==> config.mk <==
export PLATFORM = sky130hd
export DESIGN_NAME = wdt_core
export DESIGN_NICKNAME = d
export VERILOG_FILES = /design/src/common/wdt_pkg.sv /design/src/core/wdt_prescale.sv /design/src/core/wdt_core.sv
export SDC_FILE = /design/constraint.sdc
export NUM_CORES = 1
export LEC_CHECK = 0
export ABC_AREA = 1
export ABC_CLOCK_PERIOD_IN_PS = 1900
export BUFFER_PORTS_ARGS = -buffer_cell sky130_fd_sc_hd__clkbuf_2
export CORE_UTILIZATION = 45
export CTS_CLUSTER_SIZE = 24
export DETAILED_ROUTE_END_ITERATION = 6
export SYNTH_ARGS = -nofsm -noshare
export SYNTH_HDL_FRONTEND = slang
export SYNTH_SLANG_ARGS = --single-unit
==> constraint.sdc <==
create_clock -name SYS_CLK_I -period 1.9 [get_ports SYS_CLK_I]
set_input_delay 0 -clock SYS_CLK_I [delete_from_list [all_inputs] [get_ports SYS_CLK_I]]
set_output_delay 0 -clock SYS_CLK_I [all_outputs]
set_load 0.05 [all_outputs]
==> src/common/wdt_pkg.sv <==
// Constants shared by the watchdog core and its tick prescaler.
// Assumes one 50 MHz system clock and a byte-wide register port.
package wdt_pkg;

    ////////////////////////////////////////////////////////////////////
    // Clock and divider figures
    localparam int CLK_MHZ     = 50;
    localparam int PRE_W       = 13;           // Widest division 8192
    localparam int DIV_MIN_LOG = 6;            // Narrowest division 64
    localparam int N_DIV       = 8;
    localparam int OSC_DIV     = 4;            // Oscillator model divider
    localparam int OSC_W       = 2;

    ////////////////////////////////////////////////////////////////////
    // Register port
    localparam int ADDR_W = 2;
    localparam logic [ADDR_W-1:0] ADDR_CSR = 2'h0;
    localparam logic [ADDR_W-1:0] ADDR_CNT = 2'h1;
    localparam logic [ADDR_W-1:0] ADDR_SEL = 2'h2;

    ////////////////////////////////////////////////////////////////////
    // Control/status field positions
    localparam int B_CWE_INH = 7;
    localparam int B_CWE     = 6;
    localparam int B_RWE_INH = 5;
    localparam int B_RWE     = 4;
    localparam int B_RUN_INH = 3;
    localparam int B_RUN     = 2;
    localparam int B_FLG_INH = 1;
    localparam int B_FLG     = 0;
    localparam int B_OSC_SEL = 3;              // Select code top bit

    ////////////////////////////////////////////////////////////////////
    // Reset values and fixed patterns
    localparam logic [7:0] CNT_RST   = 8'h00;
    localparam logic [7:0] CNT_MAX   = 8'hff;
    localparam logic [3:0] SEL_RST   = 4'hf;
    localparam logic [3:0] SEL_UPPER = 4'hf;
    localparam logic [7:0] RD_NONE   = 8'h00;
    localparam logic [7:0] PULSE_END = 8'hff;  // 256 oscillator ticks

    typedef enum logic [1:0] {
        ST_COUNT = 2'b01,
        ST_PULSE = 2'b10
    } wdt_state_t;

endpackage

==> src/core/wdt_prescale.sv <==
// Tick prescaler: system clock divisions and oscillator model.
// Assumes the core takes one-cycle enable pulses, no second clock.
`timescale 1ns/1ns
module wdt_prescale
    import wdt_pkg::*;
(
    // Clock and reset
    input  wire logic       clk_i,
    input  wire logic       rst_i,
    // Control
    input  wire logic [3:0] sel_i,
    input  wire logic       standby_i,
    // Ticks
    output logic            tick_o,
    output logic            osc_tick_o
);

    logic [PRE_W-1:0] pre;
    logic [OSC_W-1:0] osc;
    logic [N_DIV-1:0] div_tick;

    ////////////////////////////////////////////////////////////////////
    // Free-running divider chain; halted in standby like the bus clock
    always_ff @(posedge clk_i) begin
        if (rst_i) begin
            pre <= '0;
        end else if (!standby_i) begin
            pre <= pre + 1'b1;
        end
    end

    // Oscillator model keeps running in every mode
    always_ff @(posedge clk_i) begin
        if (rst_i) begin
            osc        <= '0;
            osc_tick_o <= 1'b0;
        end else begin
            osc        <= (osc == OSC_W'(OSC_DIV - 1)) ? '0 : osc + 1'b1;
            osc_tick_o <= (osc == OSC_W'(OSC_DIV - 1));
        end
    end

    // One tick per division: low bits all ones
    genvar g;
    generate
        for (g = 0; g < N_DIV; g++) begin : g_div
            assign div_tick[g] = !standby_i &&
                (&pre[DIV_MIN_LOG+g-1:0]);
        end
    endgenerate

    // Selected source, registered
    always_ff @(posedge clk_i) begin
        if (rst_i) begin
            tick_o <= 1'b0;
        end else if (sel_i[B_OSC_SEL]) begin
            tick_o <= div_tick[sel_i[2:0]];
        end else begin
            tick_o <= osc_tick_o;
        end
    end

endmodule

==> src/core/wdt_core.sv <==
// Eight-bit watchdog: counter, guarded control/status, reset pulse.
// Assumes a byte register port with one-cycle strobes and that
// RST_I is the external reset pin of the chip.
//
// What this block does
// - Nine count sources: eight divisions, oscillator
// - Oscillator source counts in every mode
// - Overflow raises internal reset; period 1..256
// - Enabled and counting straight out of reset
// - Bit 7 reads 1; guards bit 6
// - Counter write enable resets 0, gates counter writes
// - Bit 5 reads 1; guards bit 4
// - Register write enable resets 0, gates run/flag
// - Bit 3 reads 1; guards run bit
// - Run bit resets 1; counts when set
// - Run bit set or cleared by guarded write
// - Bit 1 reads 1; guards flag
// - Overflow sets flag; own reset keeps it
// - Flag cleared by pin reset or write
// - Eight-bit up-counter, zero start, wraps
// - Internal reset lasts 256 oscillator ticks
// - Select resets 1111; 0XXX picks oscillator
`timescale 1ns/1ns
module wdt_core
    import wdt_pkg::*;
(
    // Clock and reset
    input  wire logic              SYS_CLK_I,
    input  wire logic              RST_I,
    // Chip mode
    input  wire logic              STANDBY_I,
    // Register port
    input  wire logic [ADDR_W-1:0] ADDR_I,
    input  wire logic [7:0]        WR_DATA_I,
    input  wire logic              WR_I,
    input  wire logic              RD_I,
    output logic      [7:0]        RD_DATA_O,
    // Chip-wide reset request
    output logic                   WDT_RESET_O
);

    ////////////////////////////////////////////////////////////////////
    // State

    wdt_state_t state;
    logic [7:0] watchdog_up_counter;
    logic [3:0] clock_select_field;
    logic       counter_write_enable;
    logic       reg_write_enable;
    logic       run_enable;
    logic       overflow_reset_flag;
    logic [7:0] pulse_cnt;
    logic       tick;
    logic       osc_tick;

    // Decoded strobes
    logic       wr_csr;
    logic       wr_cnt;
    logic       wr_sel;
    logic       cnt_load;
    logic       ovf;
    logic       pulse_done;
    logic       in_pulse;

    ////////////////////////////////////////////////////////////////////
    // Tick source

    wdt_prescale u_pre (
        .clk_i      (SYS_CLK_I),
        .rst_i      (RST_I),
        .sel_i      (clock_select_field),
        .standby_i  (STANDBY_I),
        .tick_o     (tick),
        .osc_tick_o (osc_tick)
    );

    ////////////////////////////////////////////////////////////////////
    // Decode

    // Guard test: the inhibit bit must be written as 0
    function automatic logic guard_open(input logic [7:0] d,
                                        input int inh);
        guard_open = !d[inh];
    endfunction

    // Writes are dropped while the chip is held in watchdog reset
    assign in_pulse   = (state == ST_PULSE);
    assign wr_csr     = WR_I && !in_pulse && (ADDR_I == ADDR_CSR);
    assign wr_cnt     = WR_I && !in_pulse && (ADDR_I == ADDR_CNT);
    assign wr_sel     = WR_I && !in_pulse && (ADDR_I == ADDR_SEL);
    assign cnt_load   = wr_cnt && counter_write_enable;
    // Write wins over an increment in the same cycle
    assign ovf        = !in_pulse && run_enable && tick &&
                        !cnt_load &&
                        (watchdog_up_counter == CNT_MAX);
    assign pulse_done = in_pulse && osc_tick &&
                        (pulse_cnt == PULSE_END);

    ////////////////////////////////////////////////////////////////////
    // Sequencer: counting, then a fixed internal reset pulse

    always_ff @(posedge SYS_CLK_I) begin
        if (RST_I) begin
            state <= ST_COUNT;
        end else begin
            case (state)
                ST_COUNT: begin
                    if (ovf) begin
                        state <= ST_PULSE;
                    end
                end
                ST_PULSE: begin
                    if (pulse_done) begin
                        state <= ST_COUNT;
                    end
                end
                default: begin
                    state <= ST_COUNT;
                end
            endcase
        end
    end

    // Pulse length counted in oscillator ticks, not system cycles
    always_ff @(posedge SYS_CLK_I) begin
        if (RST_I || !in_pulse) begin
            pulse_cnt <= CNT_RST;
        end else if (osc_tick) begin
            pulse_cnt <= pulse_cnt + 1'b1;
        end
    end

    // Reset output follows the sequencer, registered
    always_ff @(posedge SYS_CLK_I) begin
        if (RST_I) begin
            WDT_RESET_O <= 1'b0;
        end else begin
            WDT_RESET_O <= (ovf || in_pulse) && !pulse_done;
        end
    end

    ////////////////////////////////////////////////////////////////////
    // Counter

    // Preload sets the period; internal reset returns it to zero
    always_ff @(posedge SYS_CLK_I) begin
        if (RST_I || in_pulse) begin
            watchdog_up_counter <= CNT_RST;
        end else if (cnt_load) begin
            watchdog_up_counter <= WR_DATA_I;
        end else if (run_enable && tick) begin
            watchdog_up_counter <= watchdog_up_counter + 1'b1;
        end
    end

    ////////////////////////////////////////////////////////////////////
    // Clock select

    always_ff @(posedge SYS_CLK_I) begin
        if (RST_I || in_pulse) begin
            clock_select_field <= SEL_RST;
        end else if (wr_sel) begin
            clock_select_field <= WR_DATA_I[3:0];
        end
    end

    ////////////////////////////////////////////////////////////////////
    // Guarded control/status bits; a bit-set instruction would
    // write back the inhibit bits as 1 and change nothing

    // Counter write enable
    always_ff @(posedge SYS_CLK_I) begin
        if (RST_I || in_pulse) begin
            counter_write_enable <= 1'b0;
        end else if (wr_csr && guard_open(WR_DATA_I, B_CWE_INH)) begin
            counter_write_enable <= WR_DATA_I[B_CWE];
        end
    end

    // Register write enable
    always_ff @(posedge SYS_CLK_I) begin
        if (RST_I || in_pulse) begin
            reg_write_enable <= 1'b0;
        end else if (wr_csr && guard_open(WR_DATA_I, B_RWE_INH)) begin
            reg_write_enable <= WR_DATA_I[B_RWE];
        end
    end

    // Run bit: needs the enable already set, hence two writes to stop
    always_ff @(posedge SYS_CLK_I) begin
        if (RST_I || in_pulse) begin
            run_enable <= 1'b1;
        end else if (wr_csr && reg_write_enable &&
                     guard_open(WR_DATA_I, B_RUN_INH)) begin
            run_enable <= WR_DATA_I[B_RUN];
        end
    end

    // Flag: only the pin reset clears it by reset; set beats clear
    always_ff @(posedge SYS_CLK_I) begin
        if (RST_I) begin
            overflow_reset_flag <= 1'b0;
        end else if (ovf) begin
            overflow_reset_flag <= 1'b1;
        end else if (wr_csr && reg_write_enable &&
                     guard_open(WR_DATA_I, B_FLG_INH) &&
                     !WR_DATA_I[B_FLG]) begin
            overflow_reset_flag <= 1'b0;
        end
    end

    ////////////////////////////////////////////////////////////////////
    // Read port: data valid the cycle after the strobe

    always_ff @(posedge SYS_CLK_I) begin
        if (RST_I) begin
            RD_DATA_O <= RD_NONE;
        end else if (RD_I) begin
            case (ADDR_I)
                ADDR_CSR: begin
                    RD_DATA_O <= {1'b1, counter_write_enable,
                                  1'b1, reg_write_enable,
                                  1'b1, run_enable,
                                  1'b1, overflow_reset_flag};
                end
                ADDR_CNT: begin
                    RD_DATA_O <= watchdog_up_counter;
                end
                ADDR_SEL: begin
                    RD_DATA_O <= {SEL_UPPER, clock_select_field};
                end
                default: begin
                    RD_DATA_O <= RD_NONE;
                end
            endcase
        end
    end
endmodule

# == Yosys cells after proc, flatten, opt, wreduce, memory -nomap -nowiden ==
# Index checks and enable logic that the tools add are counted.
# totals
out_inout_bits,9
word_cells,91
ff_bits,52
in_bits,15
# classes
add_sub_neg,4
reduce_logical,52
n_eq_ne,9
mux,11
magnitude_cmp,1
# op_table
cell,count
logical AND 1 bit,27
case mux 8 bit (3 select lines),1
"adder 8 x 1 -> 8 bit, second input constant",2
"equality test 8 bit, second input constant",2
2-to-1 mux 8 bit,2
"adder 13 x 1 -> 13 bit, second input constant",1
AND reduction 13 bit,1
AND reduction 12 bit,1
AND reduction 11 bit,1
AND reduction 10 bit,1
zero test 1 bit,9
AND reduction 9 bit,1
AND reduction 8 bit,1
AND reduction 7 bit,1
"equality test 2 bit, second input constant",3
AND reduction 6 bit,1
"equality test 2 x 1 -> 1 bit, second input constant",2
"< comparator 3 x 4 -> 1 bit, second input constant",1
2-to-1 mux 1 bit,4
2-to-1 mux 2 bit,2
"inequality test 2 bit, second input constant",2
case mux 2 bit (2 select lines),1
nonzero test 2 bit,2
binary-select mux 1 bit (select 3 bit),1
5 further kinds,7

# == Logic depth before layout (Yosys ltp) ==
# Gate-level depths: netlist of the first run.
# depth
word_depth,10
depth_mapped,12
depth_no_buf,12

# == Hierarchy ==
# A second synthesis of the first run with hierarchy kept.
# unflattened
hier_cells,382
area_unflattened_um2,2593.7
# by_module_without_submodules
mod,cells_per_inst,area_each_um2,instances,seq_area_each_um2
wdt_core,254,1721.7,1,700.7
wdt_prescale,128,872.1,1,340.3

# == Least setup slack after synthesis of the first run ==
# No wires, ideal clock.
# synth_path
path_kind,register -> register
startpoint,register u_pre.pre[0]
endpoint,register u_pre.tick_o
path_slack_ns,0.465
stages_incl_launch_ff,13
setup_ns,0.131
synth_period_minus_slack_ns,1.435
t_arrival_ns,1.305
path_buffers,0
required_time_ns,1.769
cell_sequence,dfxtp_1 ha_1 nand3_1 inv_1 nand2_1 inv_1 ha_1 nand2_1 inv_1 nor2_1 a21oi_1 nand2_1 a21oi_2
# synth_between
elab_chain_cells,5
word_cells_on_any_way,19
classes_between,mux: 3; reduce/logical: 16
# synth_rtl
item,line_no,source
from (decl),wdt_prescale.sv:18,logic [PRE_W-1:0] pre;
from (signal assigned),wdt_prescale.sv:28,pre <= pre + 1'b1;
AND reduction 13 bit (tied with other cells),wdt_prescale.sv:48,(&pre[DIV_MIN_LOG+g-1:0]);
logical AND 1 bit,wdt_prescale.sv:47,assign div_tick[g] = !standby_i &&
binary-select mux 1 bit (select 3 bit) (*),wdt_prescale.sv:57,tick_o <= div_tick[sel_i[2:0]];
2-to-1 mux 1 bit (implied by the code) (*),wdt_prescale.sv:57,
2-to-1 mux 1 bit (*),wdt_prescale.sv:56,end else if (sel_i[B_OSC_SEL]) begin
to (signal assigned),wdt_prescale.sv:57,
to (signal assigned),wdt_prescale.sv:59,tick_o <= osc_tick_o;
to (decl),wdt_prescale.sv:14,"output logic tick_o,"
# Mark *: on every way between the ends. The rest lies on a longest branch, timed or not. The select of a mux whose other input is x is not followed.
# A chain may end at the register's enable or synchronous reset.

# == Worst setup path in the final report of the first run ==
# layout_path
startpoint,register state[0]
endpoint,register counter_write_enable
# layout_between
elab_chain_cells,5
word_cells_on_any_way,6
classes_between,eq/ne: 1; reduce/logical: 5
# layout_rtl
item,line_no,source
from (decl),wdt_core.sv:45,wdt_state_t state;
from (signal assigned),wdt_core.sv:104,state <= ST_COUNT;
from (signal assigned),wdt_core.sv:109,state <= ST_PULSE;
from (signal assigned),wdt_core.sv:114,state <= ST_COUNT;
equality test 2 bit (*),wdt_core.sv:87,assign in_pulse = (state == ST_PULSE);
zero test 1 bit,wdt_core.sv:88,assign wr_csr = WR_I && !in_pulse && (ADDR_I == ADDR_CSR);
logical AND 1 bit (2 in a row),wdt_core.sv:88,
logical AND 1 bit,wdt_core.sv:175,"end else if (wr_csr && guard_open(WR_DATA_I, B_CWE_INH)) begin"
to (signal assigned),wdt_core.sv:176,counter_write_enable <= WR_DATA_I[B_CWE];
to (decl),wdt_core.sv:48,logic counter_write_enable;
# Mark *: on every way between the ends. The rest lies on a longest branch, timed or not.

==> flow_metrics.env, run 1 <==
export IMPL_min_path_type="input pin to flop"
export IMPL_cts_buffers=5
export IMPL_routed_wl_um=5350
export IMPL_clockBufferDepth=2
export IMPL_drt_iter0_markers=111
export IMPL_num_antenna_cells=0
export IMPL_wl_per_cell_um=11.5
export IMPL_peakVddDrop_uv=341
export IMPL_ys_top_cells_by_count="81 x nand2_1, 52 x dfxtp_1, 47 x nor2_1, 41 x inv_1, 34 x a21oi_1"
export IMPL_area_growth_pct=15.5
export IMPL_ant_nets=0
export IMPL_skew_ns=0.00569
export IMPL_grt_use_met1=0.279
export IMPL_drc=0
export IMPL_pin_count=24
export IMPL_synthTopCellsByArea="dfxtp_1 42%, nand2_1 12%, nor2_1 7.1%"
export IMPL_grt_max_degree=16
export IMPL_grt_util_met3=0.0251
export IMPL_busiest_layer="met2"
export IMPL_fmax_mhz=624
export IMPL_layout_min_cycle_time_ns=1.60
export IMPL_clock_sinks=52
export IMPL_multi_input_comb_area_um2=1250
export IMPL_synth_net_count=377
export IMPL_critPathMaxFanout=5
export IMPL_p_leak_nw=1.29
export IMPL_async_reset_ff_frac=0
export IMPL_setup_viol=0
export IMPL_final_nets=415
export IMPL_drv_cap=0
export IMPL_clk_pin_slew_ns=0.09
export IMPL_use_met2=0.310
export IMPL_synth_cells=357
export IMPL_fin_crit_sh=0.843
export IMPL_gr_total_overflow=0
export IMPL_synth_distinct_cells=36
export IMPL_cts_hold_buf=10
export IMPL_tritoncts="done"
export IMPL_cts_htree_levels=2
export IMPL_cp_end_kind="flop"
export IMPL_setup_tns_ns=0
export IMPL_fp_dieH_um=76.5
export IMPL_rows=26
export IMPL_grt_pass1_vias=2069
export IMPL_core_area_um2=5240
export IMPL_crit_required_ns=2.11
export IMPL_synth_seq_cells=52
export IMPL_vias=2266
export IMPL_drtPass1Iterations=4
export IMPL_grt_first_pass_wirelength_um=9320
export IMPL_yosysTopAreaCellShare=0.417
export IMPL_grt_usage=0.198
export IMPL_antenna_found_initial=0
export IMPL_vias_per_cell=4.86
export IMPL_yosys_warnings=0
export IMPL_synth_main_ff_cell="dfxtp_1"
export IMPL_die_area_um2=5850
export IMPL_reg2reg_from="state[0]$_SDFFE_PP1P_"
export IMPL_drive_above_1_share=0.129
export IMPL_power_mw=1.98
export IMPL_clkLatencyLatePin_ns=0.30
export IMPL_syn_avg_cell_area_um2=6.99
export IMPL_post_cts_buffers=0
export IMPL_nFillCells=537
export IMPL_hpwl_um=4000
export IMPL_rsz0062_at_grt="no"
export IMPL_start_util=0.476
export IMPL_synth_edf_count=0
export IMPL_portBuffers=23
export IMPL_hold_violations=0
export IMPL_worstPathArrival_ns=1.81
export IMPL_synthMostInstantiatedCell="nand2_1"
export IMPL_status="completed"
export IMPL_dieWidth_um=76.5
export IMPL_cts_resized=0
export IMPL_report_final_slew_viol_count=0
export IMPL_gp_congestion=0.906
export IMPL_syn_cell_area_um2=2490
export IMPL_worst_slew_pin_slew_ns=0.454
export IMPL_ys_seq_area_frac=0.417
export IMPL_ff_latch_area_um2=1040
export IMPL_path_class="flop to flop"
export IMPL_worstHoldStart="WR_DATA_I[3]"
export IMPL_cp_start_kind="flop"
export IMPL_slew_headroom=0.697
export IMPL_critPathLaunch="state[0]$_SDFFE_PP1P_"
export IMPL_powerDensity_nw_per_um2=688
export IMPL_synth_largest_area_cell="dfxtp_1"
export IMPL_cts_root_buf="clkbuf_8"
power breakdown:
part | total, mW | internal [mW] | switching, mW
clock | 0.652 | 0.292 | 0.360
combinational | 0.191 | 0.0674 | 0.123
sequential | 1.14 | 1.12 | 0.0210
state kept, by name, indices dropped and copies added, names as in the netlist, 2 cells and up:
name / cells
clock_select_field: 4
RD_DATA_O: 8
state: 2
u_pre.pre: 13
u_pre.osc: 2
watchdog_up_counter: 8
pulse_cnt: 8
worst paths after layout:
| check | depth (start not counted) | slack, ns | to |
|---|---|---|---|
| max | 8 | 0.30 | counter_write_enable$_SDFFE_PP0P_ |
| min reg2reg | 1 | 0.42 | u_pre.osc[0]$_SDFF_PP0_ |
| max reg2reg | 8 | 0.30 | counter_write_enable$_SDFFE_PP0P_ |
| min | 3 | 0.01 | clock_select_field[3]$_SDFFE_PP1P_ |
logic make-up (layout without fill, tap and decap cells):
kind of cell    Yosys count  count (layout)  synth area share
simple gates            172             172             0.301
xor+xnor                  7               7            0.0246
buf+inv                  51              90            0.0827
compound gates           70              70             0.149
fa+ha+maj                 5               5            0.0251
flops                    52              52             0.417
critical path, stage by stage, from the launching register on:
cell	delay, ns
dfxtp_1	0.34
inv_1	0.06
nand2_2	0.07
nand2_1	0.09
nor2_1	0.11
inv_1	0.10
nor3_1	0.14
dlygate4sd3_1	0.56
nor2_1	0.04
cell type report:
| type | count | area share |
|---|---|---|
| sequential | 52 | 0.361 |
| inverter | 46 | 0.0608 |
| timing repair buffer | 36 | 0.0825 |
| tap | 70 | 0.0304 |
| clock inverter | 2 | 0.00347 |
| multi-input combinational | 254 | 0.433 |
| clock buffer | 6 | 0.0287 |
per-stage QoR:
| stage | cells | instance area (um2) | worst slack [ns] | utilization | hold WS (ns) |
|---|---|---|---|---|---|
| after CTS | 466 | 2880 | 0.320 | 0.550 | 0.00371 |
| after global routing | 466 | 2880 | 0.111 | 0.550 | 0.0241 |
| after global placement | 448 | 2690 | 0.402 | 0.513 | 0.262 |
| after detailed placement | 448 | 2690 | 0.355 | 0.513 | 0.261 |
| final | 466 | 2880 | 0.298 | 0.550 | 0.00978 |
| after floorplan | 357 | 2490 | 0.465 | - | 0.0898 |
cells in the final DEF, fill, tap and decap left out, types with 3 or more instances in the layout:
cell	synthesis	routed
dlygate4sd3_1	0	10
xnor2_1	3	3
nand2_1	81	81
ha_1	5	5
dfxtp_1	52	52
a21oi_1	34	34
o21ai_0	26	26
clkbuf_2	0	23
nor3_1	5	5
nand4_1	5	5
nand3_1	17	17
nor2_1	47	47
buf_4	1	3
xor2_1	4	4
inv_1	41	41
clkbuf_8	0	6
inv_2	4	4
nand2_2	4	4
a31oi_1	3	3
per-layer routing:
layer / up-vias / part of all wire / routed length [um]
met5: - / 0 / 0
met4: 0 / 0.013 / 72
met3: 7 / 0.034 / 180
met2: 31 / 0.43 / 2290
met1: 1006 / 0.52 / 2800
li1: 1222 / - / -
Note: power is estimated with default switching activity, not from simulation.
==> run 2: changes to the inputs <==
Settings changed: ABC_AREA 1 to 0, ABC_CLOCK_PERIOD_IN_PS 1900 to 1300, PLACE_DENSITY set to 0.66.
Clock period 1.9 ns to 1.3 ns, I/O delays scaled along.
==> flow_metrics.env, run 2 <==
export IMPL_vias_per_cell=5.24
export IMPL_grt_max_degree=19
export IMPL_ys_seq_area_frac=0.435
export IMPL_grt_usage=0.205
export IMPL_yosysTopAreaCellShare=0.435
export IMPL_synthTopCellsByArea="dfxtp_1 43%, nor2_1 5.5%, mux2i_1 4.6%"
export IMPL_drive_above_1_share=0.303
export IMPL_routed_wl_um=5600
export IMPL_utilization=0.613
export IMPL_synthMostInstantiatedCell="dfxtp_1"
export IMPL_hold_end="watchdog_up_counter[7]$_SDFFE_PP0P_"
export IMPL_setup_tns_ns=-0.736
export IMPL_fp_dieH_um=75.0
export IMPL_worstPathArrival_ns=1.77
export IMPL_gp_congestion=0.854
export IMPL_reg2reg_from="u_pre.pre[1]$_SDFFE_PP0N_"
export IMPL_rows=26
export IMPL_holdPathStages=3
export IMPL_peakVddDrop_uv=753
export IMPL_layout_common_cells="44 x dfxtp_1, 38 x buf_4, 33 x nor2_1"
export IMPL_cp_end_kind="flop"
export IMPL_die_area_um2=5620
export IMPL_yosys_warnings=0
export IMPL_final_area_um2=3130
export IMPL_drt_iter0_markers=71
export IMPL_clockBufferDepth=2
export IMPL_violations="setup timing"
export IMPL_fmax_mhz=643
export IMPL_rsz0062_at_grt="yes"
export IMPL_drc=0
export IMPL_placed_cells=389
export IMPL_regMostFlops="u_pre.pre"
export IMPL_worst_slew_pin_slew_ns=0.400
export IMPL_fin_crit_sh=1.20
export IMPL_synth_distinct_cells=39
export IMPL_portBuffers=23
export IMPL_worstHoldStart="WR_DATA_I[7]"
export IMPL_largest_reg_flops=13
export IMPL_setup_viol=6
export IMPL_pin_count=24
export IMPL_reg2reg_depth=9
export IMPL_synth_edf_count=0
export IMPL_clock_sinks=52
export IMPL_final_nets=356
export IMPL_hpwl_um=4020
export IMPL_powerDensity_nw_per_um2=928
export IMPL_grt_first_pass_wirelength_um=8670
export IMPL_report_final_slew_viol_count=0
export IMPL_rrSetupSlack_ns=-0.26
export IMPL_synth_main_ff_cell="dfxtp_1"
export IMPL_antenna_found_initial=0
export IMPL_async_reset_ff_frac=0
export IMPL_drtPass1Iterations=4
export IMPL_gr_total_overflow=0
export IMPL_path_cells="ha_4, nand4_1, nor2_2, and3_1, ha_1, nand3_1, o21ai_1, a32oi_1, o31ai_1"
export IMPL_cp_start_kind="flop"
export IMPL_pre_cts_ws_ns=-0.236
export IMPL_hold_slack_ns=0.00829
export IMPL_r2r_end="u_pre.tick_o$_SDFF_PP0_"
export IMPL_skew_ns=0.00741
export IMPL_synth_cells=272
export IMPL_critPathMaxFanout=2
export IMPL_synth_seq_cells=52
export IMPL_grt_pass1_vias=1921
export IMPL_placed_cell_area_um2=2850
export IMPL_num_antenna_cells=0
export IMPL_crit_required_ns=1.51
export IMPL_clkLatencyLatePin_ns=0.30
export IMPL_min_path_type="input pin to flop"
export IMPL_p_leak_nw=1.29
export IMPL_slowest_delay_ns=0.37
export IMPL_synth_largest_area_cell="dfxtp_1"
export IMPL_start_util=0.469
export IMPL_slew_headroom=0.734
export IMPL_power_mw=2.90
export IMPL_area_growth_pct=30.7
export IMPL_cts_root_buf="clkbuf_8"
export IMPL_status="complete, but fails checks"
export IMPL_syn_cell_area_um2=2390
export IMPL_core_area_um2=5110
export IMPL_drv_cap=0
export IMPL_wl_per_cell_um=13.8
export IMPL_clk_pin_slew_ns=0.10
export IMPL_cts_buffers=5
export IMPL_ys_top_cells_by_count="52 x dfxtp_1, 35 x nor2_1, 17 x a21oi_1, 16 x nand2_1, 15 x o21ai_0"
export IMPL_crit_slowest_cell="dfxtp_2"
export IMPL_dieWidth_um=75.0
export IMPL_synth_net_count=292
export IMPL_tritoncts="done"
export IMPL_vias=2132
export IMPL_final_common_cell="dfxtp_1"
export IMPL_hold_violations=0
export IMPL_final_cells=407
export IMPL_syn_avg_cell_area_um2=8.80
export IMPL_ant_nets=0
export IMPL_path_class="flop to flop"
export IMPL_cts_htree_levels=2
export IMPL_setup_slack_ns=-0.256
export IMPL_layout_min_cycle_time_ns=1.56
## run 2: timing repair
action | in CTS | in global routing
pin swaps | 3 | 8
endpoints found under the setup margin | 9 | 22
hold endpoints to repair | 8 | 0
resized for setup | 10 | 21
buffers inserted | 3 | 3
hold buffers | 6 | 0
## run 2: layout make-up
type | count | area (um2)
inverters | 6 | 22.5
repair buffers | 69 | 487
multi-input cells | 202 | 1390
clock inverters | 2 | 10.0
well taps | 70 | 87.6
clock buffers | 6 | 82.6
flip-flops and latches | 52 | 1050
fillers | 460 | 1980
## run 2: worst max path at each step
stage                         endpoint  slack [ns]                 startpoint  depth (start not counted)
2_1_floorplan  u_pre.tick_o$_SDFF_PP0_       -0.16  u_pre.pre[1]$_SDFFE_PP0N_                          9
3_3_place_gp   u_pre.tick_o$_SDFF_PP0_       -0.17  u_pre.pre[1]$_SDFFE_PP0N_                          9
3_5_place_dp   u_pre.tick_o$_SDFF_PP0_       -0.24  u_pre.pre[1]$_SDFFE_PP0N_                          9
4_1_cts        u_pre.tick_o$_SDFF_PP0_       -0.22  u_pre.pre[1]$_SDFFE_PP0N_                          9
5_1_grt        u_pre.tick_o$_SDFF_PP0_       -0.41  u_pre.pre[1]$_SDFFE_PP0N_                          9
6_report       u_pre.tick_o$_SDFF_PP0_       -0.26  u_pre.pre[1]$_SDFFE_PP0N_                          9
## run 2: cells by family after synthesis
family          after synthesis  synth area share
compound gates               49             0.122
buf+inv                      18            0.0313
simple gates                115             0.258
xor+xnor                     21            0.0768
flops                        52             0.435
mux                          12            0.0507
fa+ha+maj                     5            0.0261
## run 2: report_power, final
| group | total [mW] | internal [mW] | switching [mW] | leakage [nW] |
|---|---|---|---|---|
| Sequential | 1.66 | 1.63 | 0.0255 | 0.426 |
| Clock | 0.946 | 0.426 | 0.520 | 0.0510 |
| Combinational | 0.301 | 0.125 | 0.176 | 0.811 |
## run 2: worst max-delay path, delay by kind of cell (launching register included)
| kind | cells | cell delay [ns] |
|---|---|---|
| AOI/OAI and AO/OA | 3 | 0.35 |
| adders and majority gates | 2 | 0.27 |
| DFF | 1 | 0.37 |
| and+or+nand+nor | 4 | 0.48 |
## run 2: layer usage
metal	routed length, um	track usage
met1	2680	0.256
met2	2690	0.354
met3	177	0.0388
met4	52	0.0650
met5	0	0
==> run 3: changes to the inputs <==
==> constraint.sdc (replaced) <==
create_clock -name SYS_CLK_I -period 1.3 [get_ports SYS_CLK_I]
set_input_delay 0.26 -clock SYS_CLK_I [delete_from_list [all_inputs] [get_ports SYS_CLK_I]]
set_output_delay 0.26 -clock SYS_CLK_I [all_outputs]
set_load 0.05 [all_outputs]
==> flow_metrics.env, run 3 (same netlist as run 2, synthesis figures left out) <==
export IMPL_grt_usage=0.204
export IMPL_r2r_end="u_pre.tick_o$_SDFF_PP0_"
export IMPL_p_leak_nw=1.30
export IMPL_worstHoldStart="WR_DATA_I[4]"
export IMPL_fp_dieH_um=75.0
export IMPL_p_sw_frac=0.249
export IMPL_vias_per_cell=5.19
export IMPL_reg2reg_from="u_pre.pre[1]$_SDFFE_PP0N_"
export IMPL_drc=0
export IMPL_gp_congestion=0.825
export IMPL_rsz0062_at_grt="yes"
export IMPL_p_comb_frac=0.101
export IMPL_setup_viol=5
export IMPL_rows=26
export IMPL_crit_required_ns=1.50
export IMPL_cp_end_kind="flop"
export IMPL_cp_start_kind="flop"
export IMPL_largest_reg_flops=13
export IMPL_drv_cap=0
export IMPL_fin_crit_sh=1.14
export IMPL_cts_buffers=5
export IMPL_cts_htree_levels=2
export IMPL_drtPass1Iterations=5
export IMPL_num_antenna_cells=0
export IMPL_portBuffers=23
export IMPL_peakVddDrop_uv=583
export IMPL_worst_slew_pin_slew_ns=0.321
export IMPL_drt_iter0_markers=100
export IMPL_status="complete, but fails checks"
export IMPL_start_util=0.469
export IMPL_grt_first_pass_wirelength_um=8740
export IMPL_final_common_cell="buf_4"
export IMPL_rrSetupSlack_ns=-0.18
export IMPL_area_growth_pct=29.9
export IMPL_setup_slack_ns=-0.181
export IMPL_p_seq_frac=0.572
export IMPL_wl_per_cell_um=13.0
export IMPL_placed_cell_area_um2=2890
export IMPL_final_area_um2=3110
export IMPL_utilization=0.609
export IMPL_worstPathArrival_ns=1.68
export IMPL_hpwl_um=3910
export IMPL_hold_violations=0
export IMPL_regMostFlops="u_pre.pre"
export IMPL_clk_pin_slew_ns=0.09
export IMPL_powerDensity_nw_per_um2=931
export IMPL_pin_count=24
export IMPL_die_area_um2=5620
export IMPL_tritoncts="done"
export IMPL_core_area_um2=5110
export IMPL_p_clk_frac=0.327
export IMPL_cts_root_buf="clkbuf_8"
export IMPL_fmax_mhz=675
export IMPL_cts_hold_buf=0
export IMPL_clkLatencyLatePin_ns=0.30
export IMPL_drive_above_1_share=0.315
export IMPL_grt_max_degree=16
export IMPL_skew_ns=0.00560
export IMPL_violations="setup timing"
export IMPL_path_class="flop to flop"
export IMPL_min_path_type="input pin to flop"
export IMPL_clockBufferDepth=2
export IMPL_gr_total_overflow=0
export IMPL_power_internal_mw=2.18
export IMPL_layout_min_cycle_time_ns=1.48
export IMPL_power_mw=2.90
export IMPL_final_nets=356
export IMPL_holdPathStages=3
export IMPL_hold_end="reg_write_enable$_SDFFE_PP0P_"
export IMPL_reg2reg_depth=9
export IMPL_clock_sinks=52
export IMPL_ant_nets=0
export IMPL_slew_headroom=0.786
export IMPL_vias=2112
export IMPL_layout_common_cells="46 x buf_4, 45 x dfxtp_1, 33 x nor2_1"
export IMPL_routed_wl_um=5310
export IMPL_switchingPower_uw=720
export IMPL_dieWidth_um=75.0
export IMPL_grt_pass1_vias=1968
export IMPL_report_final_slew_viol_count=0
export IMPL_antenna_found_initial=0
export IMPL_critPathMaxFanout=2
## run 3: cell count changes in the layout (fill, tap and decap cells not counted), sizes merged
cell	previous run	this run
buf	40	46
dlygate4sd3	6	0
## run 3: what timing repair did
item	4_1_cts	5_1_grt
endpoints found under the setup margin	8	21
resized for setup	10	17
gates cloned	0	0
pin swaps	3	3
setup buffers	3	1
## run 3: worst max-delay path by stage
stage	start	endpoint	slack, ns	depth (start not counted)
after floorplan	u_pre.pre[1]$_SDFFE_PP0N_	u_pre.tick_o$_SDFF_PP0_	-0.16	9
after global placement	u_pre.pre[1]$_SDFFE_PP0N_	u_pre.tick_o$_SDFF_PP0_	-0.15	9
after detailed placement	u_pre.pre[1]$_SDFFE_PP0N_	u_pre.tick_o$_SDFF_PP0_	-0.20	9
after CTS	u_pre.pre[1]$_SDFFE_PP0N_	u_pre.tick_o$_SDFF_PP0_	-0.19	9
after global routing	u_pre.pre[1]$_SDFFE_PP0N_	u_pre.tick_o$_SDFF_PP0_	-0.32	9
final	u_pre.pre[1]$_SDFFE_PP0N_	u_pre.tick_o$_SDFF_PP0_	-0.18	9
## run 3: layout make-up
| cell class | instances | area [um2] |
|---|---|---|
| multi-input combinational | 202 | 1400 |
| sequential | 52 | 1050 |
| clock buffer | 6 | 82.6 |
| tap | 70 | 87.6 |
| fill | 440 | 2000 |
| inverter | 6 | 22.5 |
| clock inverter | 2 | 10.0 |
| timing repair buffer | 69 | 460 |
## run 3: per-stage QoR
stage	std cells	setup TNS [ns]	hold WS [ns]	setup WS [ns]
2_1_floorplan	272	-0.233	0.385	-0.158
3_3_place_gp	395	-0.447	0.409	-0.147
3_5_place_dp	395	-0.654	0.411	-0.205
4_1_cts	406	-0.395	0.197	-0.191
5_1_grt	407	-0.907	0.202	-0.319
6_report	407	-0.411	0.212	-0.181
## run 3: worst max-delay path, stage by stage, from the launching register on
cell     delay [ns]
dfxtp_2        0.34
ha_4           0.16
nand4_1        0.09
nor2_2         0.05
buf_4          0.12
buf_4          0.12
buf_4          0.12
buf_4          0.12
a32oi_1        0.19
o31ai_1        0.08
## run 3: layer usage
metal,vias to the layer above,part of all wire,GRT usage
met5,-,0,0
met1,996,0.46,0.259
met4,0,0.0072,0.0482
li1,1085,-,-
met3,4,0.036,0.0495
met2,27,0.49,0.350
## run 3: power by group through the flow
stage                     combinational (mW)  sequential [mW]  clock (mW)
after global routing                   0.323             1.66        1.06
after global placement                 0.282             1.69           0
final                                  0.292             1.66       0.946
after detailed placement               0.288             1.69           0
after CTS                              0.293             1.66       0.977
after floorplan                        0.124             1.74           0
